`config.mk`:
```
export PLATFORM = sky130hd
export DESIGN_NAME = ahap_top
export DESIGN_NICKNAME = d
export VERILOG_FILES = /design/src/ahap_pkg.sv /design/src/ahap_top.sv /design/src/ahap_edge.sv
export SDC_FILE = /design/constraint.sdc
export NUM_CORES = 1
export LEC_CHECK = 0
export BUFFER_PORTS_ARGS = -buffer_cell sky130_fd_sc_hd__buf_2
export CAP_MARGIN = 20
export CORE_MARGIN = 2
export CORE_UTILIZATION = 40
export DETAILED_ROUTE_END_ITERATION = 10
export GPL_TIMING_DRIVEN = 0
export PLACE_DENSITY_LB_ADDON = 0.3
export SYNTH_ARGS = -nofsm -noshare
export SYNTH_HDL_FRONTEND = slang
export SYNTH_SLANG_ARGS = --single-unit
```
`constraint.sdc`:
```
create_clock -name CORE_CLK -period 4 [get_ports CORE_CLK]
set_input_delay 0 -clock CORE_CLK [delete_from_list [all_inputs] [get_ports CORE_CLK]]
set_output_delay 0 -clock CORE_CLK [all_outputs]
set_load 0.05 [all_outputs]
```
`src/ahap_pkg.sv`:
```
// package for the asynchronous host address port front end
// holds the bus style enumeration, pin bundle structs and widths
// assumes all host pins are sampled synchronously to CORE_CLK

package ahap_pkg;

    // ==========================================================
    // widths
    localparam int AHAP_ADDR_W = 7;
    localparam int AHAP_DATA_W = 8;
    localparam int AHAP_REG_COUNT = 128;

    // ==========================================================
    // reset values
    localparam logic [6:0] AHAP_ADDR_RESET = 7'h00;
    localparam logic [7:0] AHAP_DATA_RESET = 8'h00;
    localparam logic [7:0] AHAP_REG_RESET = 8'h00;

    // ==========================================================
    // bus style decoded from the low select pin only
    typedef enum logic {
        AHAP_STYLE_SEPARATE,
        AHAP_STYLE_DATASTROBE
    } ahap_style_t;

    // host side strobes, all taken as plain synchronous inputs
    typedef struct packed {
        logic chip_select_n;
        logic address_latch_strobe;
        logic read_or_data_strobe;
        logic write_or_direction;
    } ahap_strobes_t;

    // register file side request towards the core
    typedef struct packed {
        logic wr_en;
        logic [6:0] addr;
        logic [7:0] wdata;
    } ahap_wreq_t;

endpackage

```
`src/ahap_top.sv`:
```
// pin-level front end of the asynchronous parallel host port
// expects host pins already synchronous to CORE_CLK and the host
// clock pin tied low on the board; data pins split into in/out/oe
//
// Functional notes
// - eight data pins carry write and read data
// - seven-bit address selects on-chip register
// - latch strobe high marks access start
// - address buffers open while latch strobe high
// - address latched on latch strobe falling edge
// - data-strobe style: address open while strobe low
// - read strobe low drives data, else float
// - write stored on rising write strobe edge

`timescale 1ns/1ps
`default_nettype none

module ahap_top
    import ahap_pkg::*;
(
    input wire logic CORE_CLK,
    input wire logic NRST,
    input wire logic BUS_STYLE_SELECT_LOW,
    input wire logic BUS_STYLE_SELECT_HIGH,
    input wire logic HOST_CLK,
    input wire logic [6:0] ADDR,
    input wire logic [7:0] DATA_IN,
    output logic [7:0] DATA_OUT,
    output logic [7:0] DATA_OE,
    input wire logic CHIP_SELECT_N,
    input wire logic ADDRESS_LATCH_STROBE,
    input wire logic READ_OR_DATA_STROBE,
    input wire logic WRITE_OR_DIRECTION,
    output logic ADDR_BUF_EN,
    output logic DATA_IN_BUF_EN,
    output logic [6:0] LATCHED_ADDR,
    output logic ACCESS_START,
    output logic WRITE_STROBE,
    output logic [6:0] WRITE_ADDR,
    output logic [7:0] WRITE_DATA
);

    // ==========================================================
    // state of the whole port
    typedef struct packed {
        logic [6:0] addr_latch;
        logic [7:0] rd_data;
        logic drive;
        logic in_buf;
        logic addr_buf;
        logic start;
        logic [7:0] wdata_hold;
        ahap_wreq_t wreq;
        logic ds_write;
    } ahap_state_t;

    ahap_state_t state;
    ahap_state_t next_state;
    logic [7:0] regs [0:AHAP_REG_COUNT-1];

    // ==========================================================
    // bus style decode; the upper select is expected grounded
    // style is taken live each cycle, so a board must not move it mid-access
    ahap_style_t style;
    logic sel_high_unused;
    logic host_clk_unused;

    always_comb begin
        // upper select high has no defined style, fall back to low pin
        style = BUS_STYLE_SELECT_LOW ? AHAP_STYLE_DATASTROBE
                                     : AHAP_STYLE_SEPARATE;
    end

    assign sel_high_unused = BUS_STYLE_SELECT_HIGH;
    assign host_clk_unused = HOST_CLK;

    // ==========================================================
    // strobe qualification: read, write and data strobes count only with chip select
    // the latch strobe stays ungated, so an address still latches when
    // the host raises it before it lowers chip select
    logic cs;
    logic rd_n_q;
    logic wr_n_q;
    logic ds_n_q;
    logic ale_q;
    logic as_low;

    always_comb begin
        cs = ~CHIP_SELECT_N;
        ale_q = (style == AHAP_STYLE_SEPARATE) & ADDRESS_LATCH_STROBE;
        as_low = (style == AHAP_STYLE_DATASTROBE) & ~ADDRESS_LATCH_STROBE;
        rd_n_q = ~(cs & (style == AHAP_STYLE_SEPARATE) & ~READ_OR_DATA_STROBE);
        wr_n_q = ~(cs & (style == AHAP_STYLE_SEPARATE) & ~WRITE_OR_DIRECTION);
        ds_n_q = ~(cs & (style == AHAP_STYLE_DATASTROBE) & ~READ_OR_DATA_STROBE);
    end

    // ==========================================================
    // active-high strobe levels for the edge finders; the finders
    // reset to a low previous sample, so feeding them the idle-high
    // pins would fake a release, and a spurious write, right after reset
    logic wr_act;
    logic ds_act;

    assign wr_act = ~wr_n_q;
    assign ds_act = ~ds_n_q;

    // ==========================================================
    // edge finders for latch strobe, write strobe and data strobe;
    // each finder sees an active-high level, so the release of a
    // low-true pin is the fall of its level and the press its rise
    logic ale_rise;
    logic ale_fall;
    logic wr_rise;
    logic ds_rise;
    logic ds_fall;

    ahap_edge u_ale_edge (
        .clk(CORE_CLK),
        .rst_n(NRST),
        .level_in(ale_q),
        .rise(ale_rise),
        .fall(ale_fall)
    );

    // the pin rise of the write strobe is the commit edge
    ahap_edge u_wr_edge (
        .clk(CORE_CLK),
        .rst_n(NRST),
        .level_in(wr_act),
        .rise(),
        .fall(wr_rise)
    );

    // names keep the pin's sense: ds_fall is the strobe going low
    ahap_edge u_ds_edge (
        .clk(CORE_CLK),
        .rst_n(NRST),
        .level_in(ds_act),
        .rise(ds_fall),
        .fall(ds_rise)
    );

    // ==========================================================
    // next state of the port
    always_comb begin
        next_state = state;
        next_state.wreq.wr_en = 1'b0;
        next_state.start = ale_rise;
        // address buffers follow the style's strobe level
        next_state.addr_buf = ale_q | as_low;
        // separate style: capture on falling latch strobe
        if (ale_fall) begin
            next_state.addr_latch = ADDR;
        end else if (as_low) begin
            // data-strobe style tracks the pins while the strobe is low
            next_state.addr_latch = ADDR;
        end
        // input buffers open while the write strobe is low
        next_state.in_buf = ~wr_n_q | (~ds_n_q & ~WRITE_OR_DIRECTION);
        if (next_state.in_buf) begin
            next_state.wdata_hold = DATA_IN;
        end
        // write lands on the releasing edge of the write strobe
        if (wr_rise) begin
            next_state.wreq.wr_en = 1'b1;
            next_state.wreq.addr = state.addr_latch;
            next_state.wreq.wdata = state.wdata_hold;
        end
        // data-strobe style: direction sampled on strobe fall; the flag
        // is refreshed by every strobe press, so a stale write never
        // replays on a later read
        if (ds_fall) begin
            next_state.ds_write = ~WRITE_OR_DIRECTION;
        end
        if (ds_rise && state.ds_write) begin
            next_state.wreq.wr_en = 1'b1;
            next_state.wreq.addr = state.addr_latch;
            next_state.wreq.wdata = state.wdata_hold;
        end
        // read drive follows the read strobe low level, one core clock later
        next_state.drive = ~rd_n_q | (~ds_n_q & WRITE_OR_DIRECTION);
        // read data trails the latch by a cycle; a host must hold the
        // read strobe for at least two core clocks to see settled data
        next_state.rd_data = regs[state.addr_latch];
    end

    always_ff @(posedge CORE_CLK) begin
        if (!NRST) begin
            state <= '0;
        end else begin
            state <= next_state;
        end
    end

    // ==========================================================
    // target register array; storage only, no reset needed
    // reads of a never-written address return unknown contents
    always_ff @(posedge CORE_CLK) begin
        if (state.wreq.wr_en) begin
            regs[state.wreq.addr] <= state.wreq.wdata;
        end
    end

    // ==========================================================
    // outputs, all from flip-flops
    // the pad enable trails the strobe by one cycle, so the bus stays
    // driven for one core clock after the host lets go
    assign DATA_OUT = state.rd_data;
    assign DATA_OE = {AHAP_DATA_W{state.drive}};
    assign ADDR_BUF_EN = state.addr_buf;
    assign DATA_IN_BUF_EN = state.in_buf;
    assign LATCHED_ADDR = state.addr_latch;
    assign ACCESS_START = state.start;
    assign WRITE_STROBE = state.wreq.wr_en;
    assign WRITE_ADDR = state.wreq.addr;
    assign WRITE_DATA = state.wreq.wdata;

endmodule

`default_nettype wire

```
`src/ahap_edge.sv`:
```
// edge and level helper for one host strobe
// assumes the input is already synchronous to the clock

`timescale 1ns/1ps
`default_nettype none

module ahap_edge
    import ahap_pkg::*;
(
    input wire logic clk,
    input wire logic rst_n,
    input wire logic level_in,
    output logic rise,
    output logic fall
);

    // ==========================================================
    // previous sample
    typedef struct packed {
        logic prev;
    } ahap_edge_state_t;

    ahap_edge_state_t state;
    ahap_edge_state_t next_state;

    // keep the last sample to find transitions
    always_comb begin
        next_state = state;
        next_state.prev = level_in;
    end

    always_ff @(posedge clk) begin
        if (!rst_n) begin
            state <= '0;
        end else begin
            state <= next_state;
        end
    end

    // idle-low reset means a strobe held high at release reads as a rise
    assign rise = level_in & ~state.prev;
    assign fall = ~level_in & state.prev;

endmodule

`default_nettype wire

```
==> flow_summary.toml <==
[power]
combPwrFrac_pct = 4.4
netSwitchingPower_mw = 4.98
switching_share_pct = 21.6
leakagePower_nw = 13.5
ir_worst_vdd_v = 0.000439
pwr-share-clk_pct = 43.0
power_density_nw_per_um2 = 480
p_int_mw = 18.1
seq_power_share_pct = 52.7

[synth]
synth_xor_area_share_pct = 0
seq_area_frac_synth_pct = 75.9
postSynthAreaPerCell_sq_um = 19.5
synth.net_count = 2163
ys_types = 48
syn_area_sq_um = 41800
synthTopCellsByArea = "edfxtp_1 (74%), mux4_2 (11%), mux2i_1 (3.1%)"
synth_top_family_by_area = "multiplexers"
yosys.area_share.adder_pct = 0.0599
async_flop_share_pct = 0
synth_edf_count = 1024
synth_warnings = 0
netlist_instances = 2137
synth_top_cell_area_share_pct = 73.6
yosysTopAreaCell = "edfxtp_1"
synth_compound_area_share_pct = 2.72
ys_ff_latch = 1071
synth_ff_type = "edfxtp_1"
synth_mux_area_share_pct = 15.0
synthTopCellsByCount = "edfxtp_1 (1024), mux4_2 (212), nor2_1 (184)"
yosys.area_share.simple_pct = 4.16
yosysMostFrequentCell = "edfxtp_1"

[sta]
fin_skew_ns = 0.0356
finalSetupViolations = 1
finalHoldViolCount = 0
fmax_mhz = 248
slew_headroom_pct = 19.6
period_share_pct = 101
finalMaxSlewViolations = 0
min_period_ns = 4.02
fin_ws_ns = -0.0250
rsz0062_at_grt = "no"
worst_pin_slew_ns = 1.21

[critical_path]
max_stage_delay_ns = 0.81
crit_path_start_kind = "register"
worst_setup_path_end_kind = "register"
critPathRequiredTime_ns = 4.47
criticalPathCategory = "reg -> reg"
worst_r2r_path_depth = 7
worstPathArrival_ns = 4.50
crit_slowest_cell = "buf_1"
cp_max_fo = 10
cp_common_cell = "clkbuf_1"
crit_path_cell_trace = "clkbuf_1, buf_4, clkbuf_1, buf_1, a21oi_1, o41ai_2, nand3_1"

[place]
gp_congestion = 0.927
dpl.hpwl_mm = 79.5
portBuffers = 63
dp.cells = 3605
dpl-instance-area_sq_um = 44200

[global_routing]
use_met1_pct = 29.0
grt_use_met3_pct = 5.45
grt_use_met2_pct = 35.3
grt_max_degree = 83
antenna_found_initial = 2
grt_pass1_wl_mm = 165
grtUsageTotal_pct = 22.0
grt_pass1_vias = 22500
top_usage_layer = "met2"
grt_overflow_total = 0

[clock_tree]
cts_tree = "built"
htreeDepth = 3
clock_latency_ns = 0.69
cts_buffers = 109
cts.clk_slew.worst_paths_ns = 0.06
cts_max_path_buffers = 3
cts_root_buffer = "clkbuf_16"
cts.sinks = 1071

[die]
core_area_sq_um = 103000
initial_core_util_pct = 40.3
die_w_microns = 327
die_area_sq_um = 107000
rows = 118
io_pins = 66
die_h_microns = 327

[routing]
dr_total_vias = 22300
dr.pass1.iters = 6
drc = 0
drtAntennaViolNets = 0
drtIter0Drc = 3172
vias_per_cell = 5.80
routedWlPerCell_microns = 30.8
drt_wl_total_mm = 118

[layout]
postLayoutCoreUtil_pct = 46.4
antenna_cells = 0
fin_cells = 3844
postLayoutCellArea_sq_um = 48000
finish.net_count = 2398
syn_to_final_growth_pct = 15.0
final_layout_size_suffix_gt1_share_pct = 24.0

[flow_run]
max_cap_violations = 0

[outcome]
violations = "setup timing"
status = "finished with violations"

[min_path]
whs_path_depth = 4
hp-class = "in -> reg"
==> layout by cell type (no fill, tap or decap), drive strengths merged, types with 4 or more instances in the layout <==
master	netlist	routed
o221ai	10	10
dlygate4sd3	0	33
nor2b	17	17
a22oi	65	65
buf	107	197
o21ai	9	9
nand4	16	16
and2	6	6
clkinv	1	52
o41ai	4	4
a21oi	36	36
a211oi	8	8
inv	4	11
o22a	10	10
a31oi	7	7
mux4	212	212
edfxtp	1024	1024
nor3	17	17
and3	14	14
a22o	4	4
bufinv	0	8
nand2b	6	6
nand2	64	64
nand3	43	43
mux2i	128	128
dfxtp	47	47
mux2	20	20
clkbuf	46	181
nor2	186	186
==> worst max-delay path, delay by kind of cell, from the launching register on <==
family / cells / cell delay [ns]
AOI/OAI and AO/OA: 2 / 0.75
buffers and inverters: 4 / 2.29
DFF: 1 / 0.41
and+or+nand+nor: 1 / 0.33
==> metrics by stage <==
| step | worst slack [ns] | TNS [ns] | power [mW] | hold slack [ns] |
|---|---|---|---|---|
| floorplan | 1.61 | 0 | 13.0 | 0.0956 |
| global placement | -0.882 | -556.83 | 13.3 | 0.240 |
| detailed placement | -0.211 | -0.211 | 13.4 | 0.245 |
| CTS | 0.105 | 0 | 23.2 | 0.110 |
| global route | 0.00786 | 0 | 23.6 | 0.143 |
| finish | -0.0250 | -0.0250 | 23.1 | 0.147 |
==> layout make-up <==
| type | count | area, sq um |
|---|---|---|
| buffer | 153 | 867 |
| clock buffer | 134 | 2860 |
| clock inverter | 69 | 588 |
| fill | 8579 | 55500 |
| inverter | 5 | 18.8 |
| multi-input combinational | 908 | 9210 |
| sequential | 1071 | 31700 |
| tap | 1380 | 1730 |
| timing repair buffer | 124 | 1040 |
==> timing repair <==
action / in CTS / in global routing
hold endpoints to repair: 28 / 0
resized for setup: 1 / 0
endpoints found under the setup margin: 1 / 0
hold buffers: 33 / 0
setup buffers: 0 / 0
==> state kept, by name, summed over array words and instances (netlist names) <==
name              count
ACCESS_START          1
ADDR_BUF_EN           1
DATA_IN_BUF_EN        1
DATA_OE               1
DATA_OUT              8
LATCHED_ADDR          7
WRITE_ADDR            7
WRITE_DATA            8
WRITE_STROBE          1
regs               1024
state                 9
u_ale_edge.state      1
u_ds_edge.state       1
u_wr_edge.state       1
==> metal layers <==
| layer | part of all wire (%) | wire [microns] |
|---|---|---|
| met4 | 4.2 | 4980 |
| met2 | 47 | 56100 |
| met3 | 9.4 | 11100 |
| met5 | 0.023 | 27 |
| met1 | 39 | 46200 |
==> logic make-up after synthesis <==
group                    count (synthesis)
AND/OR/NAND/NOR                        384
AO/OA/AOI/OAI                          162
multiplexers                           360
buffers and inverters                  158
flip-flops                            1071
adder cells (fa/ha/maj)                  2
==> path summary, 6_finish.rpt <==
check,startpoint,endpoint,slack [ns]
worst max-delay path,LATCHED_ADDR[4],DATA_OUT[2],-0.02
worst min-delay path,ADDR[1],LATCHED_ADDR[1],0.15
worst max register to register,LATCHED_ADDR[4],DATA_OUT[2],-0.02
worst min register to register,u_ale_edge.state,ACCESS_START,0.45
==> power groups by stage <==
stage                     sequential [mW]  combinational [mW]  clock (mW)
final                                12.2                1.01        9.91
after global routing                 12.1                1.04        10.4
after CTS                            12.2               0.999        10.0
after detailed placement             12.4               0.972           0
after global placement               12.4               0.942           0
after floorplan                      12.4               0.590           0
Note: power is estimated with default switching activity, not from simulation.
